`src/rtl/mdil_pkg.sv`:
```
// Shared constants and types for the monitor DMA interrupt logger.
// Overview of operation
// - Each monitored data word is DMA-written sequentially.
// - Received monitor status word is DMA-written to block.
// - High-priority output follows enable; errors hold until acknowledged.
// - Log burst: status, pointer, tail read, then pulse.
// - Message end burst writes control word, fetches tail.
// - Log entry is three words, tail host-initialised.
// - Only enabled interrupt types create log entries.
// - Host seeds log pointer; device advances it.
// - Writing one clears high-priority cause, dropping output.
// - Standard level holds until its status bit clears.
// - One standard pulse per enabled event occurrence.
// - Status word bit 15 always set when written.
// - Bit 14 marks response time-out; bits active high.
// - Terminal bit 13 returned message error; 12-8 reserved.
// - Terminal bit 7 marks descriptor interrupt access.
// - Terminal bit 6 marks mode code without data.
// - Terminal bit 5 marks illegal broadcast receive.
// - Terminal bit 4 marks illegal command.
// - Controller bits 3 poll match, 2 retries failed.
// - Bit 1 message error, bit 0 interrupt-and-continue.
// - Block activated flag set whenever block accessed.
package mdil_pkg;
    localparam int DATA_W = 16;
    localparam int ADDR_W = 16;
    localparam int IDX_W = 5;
    localparam logic [IDX_W-1:0] REG_MON_BLOCK = 5'h05;
    localparam logic [IDX_W-1:0] REG_LOG_PTR = 5'h06;
    localparam logic [IDX_W-1:0] REG_HP_ENABLE = 5'h07;
    localparam logic [IDX_W-1:0] REG_HP_STATUS = 5'h08;
    localparam logic [IDX_W-1:0] REG_STD_ENABLE = 5'h09;
    localparam logic [DATA_W-1:0] REG_RESET = 16'h0000;
    localparam int HP_STD_BIT = 0;
    localparam int HP_ME_BIT = 1;
    localparam logic [DATA_W-1:0] HP_ONLY_MASK = 16'hfffe;
    localparam int ISW_ACCESSED = 15;
    localparam int ISW_TIMEOUT = 14;
    localparam int ISW_RT_ME = 13;
    localparam int ISW_SA_EVENT = 7;
    localparam int ISW_MC_NODATA = 6;
    localparam int ISW_ILL_BCAST = 5;
    localparam int ISW_ILL_CMD = 4;
    localparam int ISW_POLL = 3;
    localparam int ISW_RETRY = 2;
    localparam int ISW_MSG_ERR = 1;
    localparam int ISW_IRQ_CONT = 0;
    localparam logic [DATA_W-1:0] ISW_RSV_MASK = 16'h1f00;
    localparam logic [DATA_W-1:0] MASK_BC = 16'h400f;
    localparam logic [DATA_W-1:0] MASK_RT = 16'h60f2;
    localparam logic [DATA_W-1:0] MASK_MON = 16'h4002;
    localparam int CBA_BIT = 15;
    localparam logic [ADDR_W-1:0] MCB_CTRL = 16'h0000;
    localparam logic [ADDR_W-1:0] MCB_STAT1 = 16'h0004;
    localparam logic [ADDR_W-1:0] MCB_STAT2 = 16'h0005;
    localparam logic [ADDR_W-1:0] MCB_TAIL = 16'h0006;
    localparam logic [ADDR_W-1:0] LOG_OFS_PTR = 16'h0001;
    localparam logic [ADDR_W-1:0] LOG_OFS_TAIL = 16'h0002;
    localparam logic [1:0] LOG_LAST_STEP = 2'h2;
    localparam logic [1:0] DONE_LAST_STEP = 2'h1;
    localparam int FIFO_WORDS = 16;
    localparam int HOST_MEM_WORDS = 256;
    typedef enum logic [1:0] {MDIL_MODE_BC, MDIL_MODE_RT, MDIL_MODE_MON} mdil_mode_type;
    typedef enum logic [2:0] {JOB_NONE, JOB_LOG, JOB_DONE, JOB_STAT, JOB_DATA} mdil_job_type;
    typedef enum logic [1:0] {ST_IDLE, ST_ARB, ST_XFER} mdil_state_type;
endpackage

```
`src/rtl/mdil_link_if.sv`:
```
// Link between the logger device end and the host end: DMA, registers and interrupts.
`timescale 1ns/1ps
`default_nettype none
interface mdil_link_if;
    import mdil_pkg::*;
    logic dma_req;
    logic dma_burst;
    logic dma_grant;
    logic mem_strobe;
    logic mem_we;
    logic [ADDR_W-1:0] mem_addr;
    logic [DATA_W-1:0] mem_wdata;
    logic [DATA_W-1:0] mem_rdata;
    logic mem_ack;
    logic reg_wr;
    logic reg_rd;
    logic [IDX_W-1:0] reg_idx;
    logic [DATA_W-1:0] reg_wdata;
    logic [DATA_W-1:0] reg_rdata;
    logic high_priority_irq;
    logic std_irq_level;
    logic std_irq_pulse_b;
    modport device (
        output dma_req, dma_burst, mem_strobe, mem_we, mem_addr, mem_wdata, reg_rdata,
        output high_priority_irq, std_irq_level, std_irq_pulse_b,
        input dma_grant, mem_rdata, mem_ack, reg_wr, reg_rd, reg_idx, reg_wdata
    );
    modport host (
        input dma_req, dma_burst, mem_strobe, mem_we, mem_addr, mem_wdata, reg_rdata,
        input high_priority_irq, std_irq_level, std_irq_pulse_b,
        output dma_grant, mem_rdata, mem_ack, reg_wr, reg_rd, reg_idx, reg_wdata
    );
endinterface
`default_nettype wire

```
`src/rtl/mdil_fifo.sv`:
```
// Synchronous word FIFO with valid/ready on both sides.
`timescale 1ns/1ps
`default_nettype none
module mdil_fifo #(
    parameter int WIDTH = 16,
    parameter int DEPTH = 16
) (
    input wire logic mclk, // Memory clock.
    input wire logic rst_b, // Synchronous reset, active low.
    input wire logic in_valid, // Write side offers a word.
    output logic in_ready, // Room for a word.
    input wire logic [WIDTH-1:0] in_data, // Word written.
    output logic out_valid, // Head word present.
    input wire logic out_ready, // Drain side takes the head.
    output logic [WIDTH-1:0] out_data // Head word.
);
    localparam int PW = $clog2(DEPTH);
    typedef struct packed {
        logic [DEPTH-1:0][WIDTH-1:0] mem;
        logic [PW-1:0] wp;
        logic [PW-1:0] rp;
        logic [PW:0] cnt;
        logic not_full;
        logic not_empty;
    } mdil_fifo_type;
    mdil_fifo_type s;
    mdil_fifo_type next_s;
    logic push;
    logic pop;

    always_comb begin
        push = in_valid && s.not_full;
        pop = out_ready && s.not_empty;
        next_s = s;
        if (push) begin
            next_s.mem[s.wp] = in_data;
            next_s.wp = (s.wp == PW'(DEPTH - 1)) ? '0 : PW'(s.wp + 1'b1);
        end
        if (pop) begin
            next_s.rp = (s.rp == PW'(DEPTH - 1)) ? '0 : PW'(s.rp + 1'b1);
        end
        if (push && !pop) begin
            next_s.cnt = (PW + 1)'(s.cnt + 1'b1);
        end else if (pop && !push) begin
            next_s.cnt = (PW + 1)'(s.cnt - 1'b1);
        end
        next_s.not_full = next_s.cnt != (PW + 1)'(DEPTH);
        next_s.not_empty = next_s.cnt != '0;
    end

    always_ff @(posedge mclk) begin
        if (!rst_b) begin
            s <= '0;
            s.not_full <= 1'b1;
        end else begin
            s <= next_s;
        end
    end

    assign in_ready = s.not_full;
    assign out_valid = s.not_empty;
    assign out_data = s.mem[s.rp];
endmodule
`default_nettype wire

```
`src/rtl/mdil_device_end.sv`:
```
// Device end: monitor DMA sequencing, interrupt logging and interrupt outputs.
`timescale 1ns/1ps
`default_nettype none
module mdil_device_end #(
    parameter int FIFO_DEPTH = mdil_pkg::FIFO_WORDS
) (
    input wire logic mclk, // Memory clock, 40 MHz.
    input wire logic rst_b, // Synchronous reset, active low.
    mdil_link_if.device link, // DMA, register and interrupt link.
    input wire mdil_pkg::mdil_mode_type mode, // Operating mode.
    input wire logic evt_valid, // Interrupt event offered.
    input wire logic [mdil_pkg::DATA_W-1:0] evt_cause, // Raw status word cause bits.
    input wire logic [mdil_pkg::ADDR_W-1:0] evt_ptr, // Command block or descriptor pointer.
    output logic evt_ready, // Event can be taken.
    input wire logic mon_dlp_load, // Load data list pointer.
    input wire logic [mdil_pkg::ADDR_W-1:0] mon_dlp, // Data list pointer.
    input wire logic mon_data_valid, // Monitored data word offered.
    input wire logic [mdil_pkg::DATA_W-1:0] mon_data, // Monitored data word.
    output logic mon_data_ready, // Data buffer has room.
    input wire logic mon_stat_valid, // Monitored status word offered.
    input wire logic mon_stat_sel, // Zero first status slot, one second.
    input wire logic [mdil_pkg::DATA_W-1:0] mon_stat, // Status word.
    output logic mon_stat_ready, // Status word can be taken.
    input wire logic mon_done_valid, // Message complete.
    input wire logic [mdil_pkg::DATA_W-1:0] mon_ctrl, // Control/status word to store.
    output logic mon_done_ready, // Completion can be taken.
    output logic hold // Held on an unacknowledged message error.
);
    import mdil_pkg::*;
    typedef struct packed {
        mdil_state_type st;
        mdil_job_type job;
        logic [1:0] step;
        logic req;
        logic strobe;
        logic we;
        logic [ADDR_W-1:0] addr;
        logic [DATA_W-1:0] wdata;
        logic [ADDR_W-1:0] log_ptr;
        logic [ADDR_W-1:0] mon_blk;
        logic [DATA_W-1:0] hp_en;
        logic [DATA_W-1:0] hp_stat;
        logic [DATA_W-1:0] std_en;
        logic [ADDR_W-1:0] data_ptr;
        logic log_pend;
        logic [DATA_W-1:0] log_isw;
        logic [ADDR_W-1:0] log_word;
        logic stat_pend;
        logic stat_sel;
        logic [DATA_W-1:0] stat_word;
        logic done_pend;
        logic [DATA_W-1:0] done_ctrl;
        logic pulse_b;
        logic level;
        logic hpirq;
        logic [DATA_W-1:0] rdata;
        logic evt_rdy;
        logic stat_rdy;
        logic done_rdy;
        logic hold;
    } mdil_dev_type;
    mdil_dev_type s;
    mdil_dev_type next_s;
    logic fifo_valid;
    logic fifo_pop;
    logic [DATA_W-1:0] fifo_data;
    logic [DATA_W-1:0] mode_mask;
    logic [DATA_W-1:0] logged;
    logic last;
    logic [DATA_W-1:0] clr;

    // Data words are buffered so the bus side waits on DMA arbitration only when the FIFO is full.
    mdil_fifo #(.WIDTH(DATA_W), .DEPTH(FIFO_DEPTH)) u_data_fifo (
        .mclk(mclk),
        .rst_b(rst_b),
        .in_valid(mon_data_valid),
        .in_ready(mon_data_ready),
        .in_data(mon_data),
        .out_valid(fifo_valid),
        .out_ready(fifo_pop),
        .out_data(fifo_data)
    );

    // Issues word number step of job j onto the memory link.
    function automatic mdil_dev_type issue(input mdil_dev_type c, input mdil_job_type j,
                                           input logic [1:0] k, input logic [DATA_W-1:0] fd);
        mdil_dev_type r;
        r = c;
        r.job = j;
        r.step = k;
        r.strobe = 1'b1;
        r.we = 1'b1;
        r.addr = c.data_ptr;
        r.wdata = fd;
        case (j)
            JOB_LOG: begin
                // Entry: status word, pointer word, then host tail pointer.
                if (k == 2'h0) begin
                    r.addr = c.log_ptr;
                    r.wdata = c.log_isw | (16'h0001 << ISW_ACCESSED);
                end else if (k == 2'h1) begin
                    r.addr = 16'(c.log_ptr + LOG_OFS_PTR);
                    r.wdata = c.log_word;
                end else begin
                    r.addr = 16'(c.log_ptr + LOG_OFS_TAIL);
                    r.we = 1'b0;
                end
            end
            JOB_DONE: begin
                if (k == 2'h0) begin
                    r.addr = 16'(c.mon_blk + MCB_CTRL);
                    r.wdata = c.done_ctrl | (16'h0001 << CBA_BIT);
                end else begin
                    r.addr = 16'(c.mon_blk + MCB_TAIL);
                    r.we = 1'b0;
                end
            end
            JOB_STAT: begin
                r.addr = 16'(c.mon_blk + (c.stat_sel ? MCB_STAT2 : MCB_STAT1));
                r.wdata = c.stat_word;
            end
            default: begin
            end
        endcase
        return r;
    endfunction

    always_comb begin
        next_s = s;
        fifo_pop = 1'b0;
        clr = '0;
        next_s.pulse_b = 1'b1;
        case (mode)
            MDIL_MODE_BC: mode_mask = MASK_BC;
            MDIL_MODE_RT: mode_mask = MASK_RT;
            default: mode_mask = MASK_MON;
        endcase
        // Only cause bits valid in the mode and enabled for logging survive.
        logged = evt_cause & mode_mask & s.std_en & ~ISW_RSV_MASK;
        last = (s.job == JOB_LOG) ? (s.step == LOG_LAST_STEP) :
               (s.job == JOB_DONE) ? (s.step == DONE_LAST_STEP) : 1'b1;

        if (link.reg_wr) begin
            case (link.reg_idx)
                REG_MON_BLOCK: next_s.mon_blk = link.reg_wdata;
                REG_LOG_PTR: next_s.log_ptr = link.reg_wdata;
                REG_HP_ENABLE: next_s.hp_en = link.reg_wdata;
                REG_HP_STATUS: clr = link.reg_wdata;
                REG_STD_ENABLE: next_s.std_en = link.reg_wdata;
                default: begin
                end
            endcase
        end
        if (link.reg_rd) begin
            case (link.reg_idx)
                REG_MON_BLOCK: next_s.rdata = s.mon_blk;
                REG_LOG_PTR: next_s.rdata = s.log_ptr;
                REG_HP_ENABLE: next_s.rdata = s.hp_en;
                REG_HP_STATUS: next_s.rdata = s.hp_stat;
                REG_STD_ENABLE: next_s.rdata = s.std_en;
                default: next_s.rdata = '0;
            endcase
        end
        next_s.hp_stat = s.hp_stat & ~clr;

        if (mon_dlp_load) begin
            next_s.data_ptr = mon_dlp;
        end
        if (evt_valid && s.evt_rdy) begin
            if (logged != '0) begin
                next_s.log_pend = 1'b1;
                next_s.log_isw = logged;
                next_s.log_word = evt_ptr;
            end
            // A set arriving with its clear wins.
            if (evt_cause[ISW_MSG_ERR] && s.hp_en[HP_ME_BIT]) begin
                next_s.hp_stat[HP_ME_BIT] = 1'b1;
            end
        end
        if (mon_stat_valid && s.stat_rdy) begin
            next_s.stat_pend = 1'b1;
            next_s.stat_sel = mon_stat_sel;
            next_s.stat_word = mon_stat;
        end
        if (mon_done_valid && s.done_rdy) begin
            next_s.done_pend = 1'b1;
            next_s.done_ctrl = mon_ctrl;
        end

        case (s.st)
            ST_IDLE: begin
                // Logging first; while held only logging may proceed.
                if (s.log_pend) begin
                    next_s.job = JOB_LOG;
                end else if (s.hold) begin
                    next_s.job = JOB_NONE;
                end else if (s.stat_pend) begin
                    next_s.job = JOB_STAT;
                end else if (fifo_valid) begin
                    next_s.job = JOB_DATA;
                end else if (s.done_pend) begin
                    next_s.job = JOB_DONE;
                end else begin
                    next_s.job = JOB_NONE;
                end
                if (next_s.job != JOB_NONE) begin
                    next_s.req = 1'b1;
                    next_s.st = ST_ARB;
                end
            end
            ST_ARB: begin
                if (link.dma_grant) begin
                    next_s = issue(next_s, s.job, 2'h0, fifo_data);
                    next_s.st = ST_XFER;
                end
            end
            ST_XFER: begin
                if (link.mem_ack) begin
                    next_s.strobe = 1'b0;
                    if (s.job == JOB_LOG && !s.we) begin
                        next_s.log_ptr = link.mem_rdata;
                    end
                    if (s.job == JOB_DONE && !s.we) begin
                        next_s.mon_blk = link.mem_rdata;
                    end
                    if (s.job == JOB_DATA) begin
                        fifo_pop = 1'b1;
                        next_s.data_ptr = 16'(s.data_ptr + 16'h0001);
                    end
                    if (last) begin
                        next_s.req = 1'b0;
                        next_s.st = ST_IDLE;
                        case (s.job)
                            JOB_LOG: begin
                                next_s.log_pend = 1'b0;
                                next_s.pulse_b = 1'b0;
                                next_s.hp_stat[HP_STD_BIT] = 1'b1;
                            end
                            JOB_STAT: next_s.stat_pend = 1'b0;
                            JOB_DONE: next_s.done_pend = 1'b0;
                            default: begin
                            end
                        endcase
                    end else begin
                        next_s = issue(next_s, s.job, 2'(s.step + 1'b1), fifo_data);
                    end
                end
            end
            default: next_s.st = ST_IDLE;
        endcase

        next_s.evt_rdy = !next_s.log_pend;
        next_s.stat_rdy = !next_s.stat_pend;
        next_s.done_rdy = !next_s.done_pend;
        next_s.hold = next_s.hp_stat[HP_ME_BIT];
        next_s.level = next_s.hp_stat[HP_STD_BIT] && next_s.hp_en[HP_STD_BIT];
        next_s.hpirq = |(next_s.hp_stat & next_s.hp_en & HP_ONLY_MASK);
    end

    always_ff @(posedge mclk) begin
        if (!rst_b) begin
            s <= '0;
            s.st <= ST_IDLE;
            s.job <= JOB_NONE;
            s.hp_en <= REG_RESET;
            s.std_en <= REG_RESET;
            s.pulse_b <= 1'b1;
            s.evt_rdy <= 1'b1;
            s.stat_rdy <= 1'b1;
            s.done_rdy <= 1'b1;
        end else begin
            s <= next_s;
        end
    end

    assign link.dma_req = s.req;
    assign link.dma_burst = s.req && (s.job == JOB_LOG || s.job == JOB_DONE);
    assign link.mem_strobe = s.strobe;
    assign link.mem_we = s.we;
    assign link.mem_addr = s.addr;
    assign link.mem_wdata = s.wdata;
    assign link.reg_rdata = s.rdata;
    assign link.high_priority_irq = s.hpirq;
    assign link.std_irq_level = s.level;
    assign link.std_irq_pulse_b = s.pulse_b;
    assign evt_ready = s.evt_rdy;
    assign mon_stat_ready = s.stat_rdy;
    assign mon_done_ready = s.done_rdy;
    assign hold = s.hold;
endmodule
`default_nettype wire

```
`src/flat_wrapper.sv`:
```
// flat-port wrapper written by rule: the top's interface ports become plain ports
module mdil_device_end_flat import mdil_pkg::*;
#(
    parameter int FIFO_DEPTH = mdil_pkg::FIFO_WORDS
)
  (mclk, rst_b, mode, evt_valid, evt_cause, evt_ptr, evt_ready, mon_dlp_load, mon_dlp, mon_data_valid, mon_data, mon_data_ready, mon_stat_valid, mon_stat_sel, mon_stat, mon_stat_ready, mon_done_valid, mon_ctrl, mon_done_ready, hold, link_dma_req, link_dma_burst, link_mem_strobe, link_mem_we, link_mem_addr, link_mem_wdata, link_reg_rdata, link_high_priority_irq, link_std_irq_level, link_std_irq_pulse_b, link_dma_grant, link_mem_rdata, link_mem_ack, link_reg_wr, link_reg_rd, link_reg_idx, link_reg_wdata);
  mdil_link_if link_i ();
  input wire logic mclk;
  input wire logic rst_b;
  input wire mdil_pkg::mdil_mode_type mode;
  input wire logic evt_valid;
  input wire logic [mdil_pkg::DATA_W-1:0] evt_cause;
  input wire logic [mdil_pkg::ADDR_W-1:0] evt_ptr;
  output logic evt_ready;
  input wire logic mon_dlp_load;
  input wire logic [mdil_pkg::ADDR_W-1:0] mon_dlp;
  input wire logic mon_data_valid;
  input wire logic [mdil_pkg::DATA_W-1:0] mon_data;
  output logic mon_data_ready;
  input wire logic mon_stat_valid;
  input wire logic mon_stat_sel;
  input wire logic [mdil_pkg::DATA_W-1:0] mon_stat;
  output logic mon_stat_ready;
  input wire logic mon_done_valid;
  input wire logic [mdil_pkg::DATA_W-1:0] mon_ctrl;
  output logic mon_done_ready;
  output logic hold;
  output wire logic [$bits(link_i.dma_req)-1:0] link_dma_req;
  output wire logic [$bits(link_i.dma_burst)-1:0] link_dma_burst;
  output wire logic [$bits(link_i.mem_strobe)-1:0] link_mem_strobe;
  output wire logic [$bits(link_i.mem_we)-1:0] link_mem_we;
  output wire logic [$bits(link_i.mem_addr)-1:0] link_mem_addr;
  output wire logic [$bits(link_i.mem_wdata)-1:0] link_mem_wdata;
  output wire logic [$bits(link_i.reg_rdata)-1:0] link_reg_rdata;
  output wire logic [$bits(link_i.high_priority_irq)-1:0] link_high_priority_irq;
  output wire logic [$bits(link_i.std_irq_level)-1:0] link_std_irq_level;
  output wire logic [$bits(link_i.std_irq_pulse_b)-1:0] link_std_irq_pulse_b;
  input wire logic [$bits(link_i.dma_grant)-1:0] link_dma_grant;
  input wire logic [$bits(link_i.mem_rdata)-1:0] link_mem_rdata;
  input wire logic [$bits(link_i.mem_ack)-1:0] link_mem_ack;
  input wire logic [$bits(link_i.reg_wr)-1:0] link_reg_wr;
  input wire logic [$bits(link_i.reg_rd)-1:0] link_reg_rd;
  input wire logic [$bits(link_i.reg_idx)-1:0] link_reg_idx;
  input wire logic [$bits(link_i.reg_wdata)-1:0] link_reg_wdata;
  assign link_dma_req = link_i.dma_req;
  assign link_dma_burst = link_i.dma_burst;
  assign link_mem_strobe = link_i.mem_strobe;
  assign link_mem_we = link_i.mem_we;
  assign link_mem_addr = link_i.mem_addr;
  assign link_mem_wdata = link_i.mem_wdata;
  assign link_reg_rdata = link_i.reg_rdata;
  assign link_high_priority_irq = link_i.high_priority_irq;
  assign link_std_irq_level = link_i.std_irq_level;
  assign link_std_irq_pulse_b = link_i.std_irq_pulse_b;
  assign link_i.dma_grant = link_dma_grant;
  assign link_i.mem_rdata = link_mem_rdata;
  assign link_i.mem_ack = link_mem_ack;
  assign link_i.reg_wr = link_reg_wr;
  assign link_i.reg_rd = link_reg_rd;
  assign link_i.reg_idx = link_reg_idx;
  assign link_i.reg_wdata = link_reg_wdata;
  mdil_device_end #(.FIFO_DEPTH(FIFO_DEPTH)) u_core (.mclk(mclk), .rst_b(rst_b), .link(link_i), .mode(mode), .evt_valid(evt_valid), .evt_cause(evt_cause), .evt_ptr(evt_ptr), .evt_ready(evt_ready), .mon_dlp_load(mon_dlp_load), .mon_dlp(mon_dlp), .mon_data_valid(mon_data_valid), .mon_data(mon_data), .mon_data_ready(mon_data_ready), .mon_stat_valid(mon_stat_valid), .mon_stat_sel(mon_stat_sel), .mon_stat(mon_stat), .mon_stat_ready(mon_stat_ready), .mon_done_valid(mon_done_valid), .mon_ctrl(mon_ctrl), .mon_done_ready(mon_done_ready), .hold(hold));
endmodule
```
`config.mk`:
```
export PLATFORM = sky130hd
export DESIGN_NAME = mdil_device_end_flat
export DESIGN_NICKNAME = d
export VERILOG_FILES = /design/src/rtl/mdil_pkg.sv /design/src/rtl/mdil_link_if.sv /design/src/rtl/mdil_fifo.sv /design/src/rtl/mdil_device_end.sv /design/src/flat_wrapper.sv
export SDC_FILE = /design/constraint.sdc
export NUM_CORES = 1
export LEC_CHECK = 0
export BUFFER_PORTS_ARGS = -buffer_cell sky130_fd_sc_hd__buf_2
export CAP_MARGIN = 20
export CORE_MARGIN = 2
export CORE_UTILIZATION = 35
export DETAILED_ROUTE_END_ITERATION = 7
export PLACE_DENSITY_LB_ADDON = 0.1
export SYNTH_ARGS = -nofsm -noshare
export SYNTH_HDL_FRONTEND = slang
export SYNTH_SLANG_ARGS = --single-unit
```
`constraint.sdc`:
```
create_clock -name mclk -period 4.93 [get_ports mclk]
set_input_delay 0.493 -clock mclk [delete_from_list [all_inputs] [get_ports mclk]]
set_output_delay 0.493 -clock mclk [all_outputs]
set_load 0.005 [all_outputs]
```
==> impl_metrics.yaml <==
status:
  status: "completed"
critical_path:
  critPathRequiredTime_ns: 5.48
  critPathLaunchType: "flip-flop"
  rrSetupSlack_ns: 0.97
  arrival_ns: 4.51
  critPathKind: "reg2reg"
  end_kind: "flip-flop"
  crit_path_max_fanout: 19
placement:
  dp_cells: 4054
  pre_cts_slack_ns: 0.9599
  port-buffer-count: 199
  placed_cell_area_sq_um: 26890
  dp_hpwl_um: 68580
  place.gp.congestion: 0.9073
global_routing:
  grt_pass1_vias: 22783
  grt_pass1_wl_um: 143600
  overflow: 0
  grt_usage_pct: 25.13
  grt_max_degree: 164
  antenna_found_initial: 2
layout:
  seqCellArea_sq_um: 9956
  mostFrequentLayoutCell: "nand2_1"
  mostFrequentLayoutCells: "nand2_1 (696), dfxtp_1 (494), a21oi_1 (397), nor2_1 (289), buf_2 (199)"
  drive_above_1_share_pct: 16.37
  multi_input_area_sq_um: 14090
  stdcell_area_sq_um: 28970
  nets: 3331
  fin_cells: 4158
  final.fill_count: 7329
  syn_to_final_growth_pct: 13.78
synth:
  ys.flop_type: "dfxtp_1"
  async_flop_share_pct: 0
  synth_area_sq_um: 25460
  ys_seq_area_share_pct: 39.08
  synth_enable_flop_cells: 0
  ys_seq_elements: 497
  syn_inst: 3139
  syn_nets: 3307
  synth_area_per_cell_sq_um: 8.111
  synth.distinct_cells: 89
  ys_warn_count: 0
routing:
  finalWirelength_um: 96720
  drc_errors: 0
  postRouteAntennaNets: 0
  dr.pass1.iters: 5
  vias: 23581
  avgViaCountPerCell: 5.671
  drt_iter0_markers: 1920
  wl_per_cell_um: 23.26
clocking:
  htree_levels: 2
  clk_latency_ns: 0.64
  post_cts_resize_count: 0
  clockBufferDepth: 3
  cts.sinks: 497
  cts-root-buf: "clkbuf_16"
  clk_pin_slew_ns: 0.06
  cts-hold-fix-buffers: 0
  cts_tree: "built"
  post-cts-setup-buffers: 0
  cts_made_buffers: 56
sta:
  rsz0062_at_grt: "no"
  maxSlewViolCount: 0
  fin_crit_ns: 3.963
  timing.fmax_mhz: 252.4
  final_hold_viol_count: 0
  tightest_slew_ns: 1.147
  fin_skew_ns: 0.04210
  setup_slack_ns: 0.9674
  setup_viol: 0
  tns_ns: 0
  fin_crit_sh_pct: 80.38
  maxSlewHeadroom_pct: 23.44
power:
  p_per_area_nw_per_um2: 412.4
  ir_drop_mv: 0.3042
  power_leakage_nw: 10.32
floorplanning:
  dieArea_sq_um: 74910
  core_area_sq_um: 71730
  initial_core_util_pct: 35.49
  io_pins: 207
  fp-row-count: 98
  die_w_um: 273.7
  dieHeight_um: 273.7
hold_path:
  hold_path_class: "in2reg"
job:
  drv_cap: 0
flip-flops by register name (all words and copies together) (netlist names), 16 cells and up:
signal,count
u_core.s,169
u_core.link.reg_rdata,16
u_core.link.mem_wdata,16
u_core.link.mem_addr,16
u_core.u_data_fifo.s,269
cells in the mapped netlist, drive strengths merged, types with 5 or more instances:
cell	number	share of area [%]
nand2	696	10
dfxtp	497	39
a21oi	399	7.9
nor2	296	4.4
clkbuf	201	3.0
o21ai	121	2.4
mux2i	107	4.2
buf	103	2.6
mux4	80	7.1
nand3	69	1.4
a31oi	37	1.2
a22oi	36	1.1
o22ai	32	0.79
and2	31	0.76
nor3	31	0.67
o221ai	31	1.1
xnor2	27	0.93
mux2	26	1.1
o211ai	24	0.73
xor2	22	0.76
ha	21	1.0
inv	21	0.31
and3	19	0.47
nand4	16	0.42
a21o	15	0.44
nand2b	14	0.34
nor4	14	0.49
a211oi	10	0.29
nor3b	8	0.30
o2111ai	8	0.28
a221o	7	0.28
a31o	7	0.24
nor2b	7	0.17
o31a	7	0.24
o31ai	7	0.21
or3	7	0.19
a21boi	6	0.18
a221oi	6	0.21
o22a	6	0.21
o221a	5	0.22
or4	5	0.15
critical path, cell delays in order (launching register included):
cell       delay, ns
dfxtp_1         0.42
or4b_1          0.95
nor2_1          0.22
a31oi_1         0.06
buf_4           0.23
o2111ai_1       0.93
mux2i_1         0.31
a311o_1         0.43
a31oi_1         0.20
o21a_1          0.13
per-stage QoR:
| stage | util [%] | hold WS, ns | total power [mW] |
|---|---|---|---|
| after global placement | 37.48 | 0.4378 | 7.289 |
| after CTS | 40.36 | 0.1017 | 12.00 |
| after detailed placement | 37.48 | 0.4427 | 7.311 |
| after floorplan | - | 0.4263 | 6.292 |
| after global routing | 40.38 | 0.1112 | 12.43 |
| final | 40.38 | 0.1269 | 11.95 |
layer usage:
metal / wire (um) / share of wire, % / global-route usage (%) / up-vias
li1: - / - / - / 11052
met1: 39260 / 41 / 31.24 / 11524
met2: 47830 / 49 / 43.86 / 829
met3: 5593 / 5.8 / 3.088 / 174
met4: 4016 / 4.2 / 10.34 / 2
met5: 15 / 0.016 / 0 / -
path summary, 6_finish.rpt:
kind	start	endpoint	cells past startpoint
max	u_core.link.mem_we	u_core.link.mem_addr[7]	9
min	evt_ptr[7]	u_core.s[65]	3
max reg2reg	u_core.link.mem_we	u_core.link.mem_addr[7]	9
min reg2reg	u_core.u_data_fifo.s[56]	u_core.u_data_fifo.s[56]	2
logic make-up (layout without fill, tap and decap cells):
family                   Yosys count  count (layout)  share of synthesized area (%)
multiplexers                     213             213                          12.43
buffers and inverters            326             394                          5.848
other                              0               1                              0
AND/OR/NAND/NOR                 1231            1231                          20.66
flip-flops                       497             497                          39.08
AO/OA/AOI/OAI                    802             802                          19.26
adder cells (fa/ha/maj)           21              21                          1.032
XOR/XNOR                          49              49                          1.686
final cells by class:
cell class              count  area share, %
clock buffers              80          5.706
inverters                  22         0.3110
flip-flops and latches    497          34.37
repair buffers            270          5.434
diodes                      1       0.008639
multi-input cells        2316          48.66
well taps                 950          4.103
clock inverters            22          1.408
power breakdown:
part	internal (mW)	total, mW	switching [mW]
Clock	2.86	4.66	1.81
Sequential	4.17	4.27	0.106
Combinational	0.937	3.01	2.07
Power figures use the tool's default switching activity.
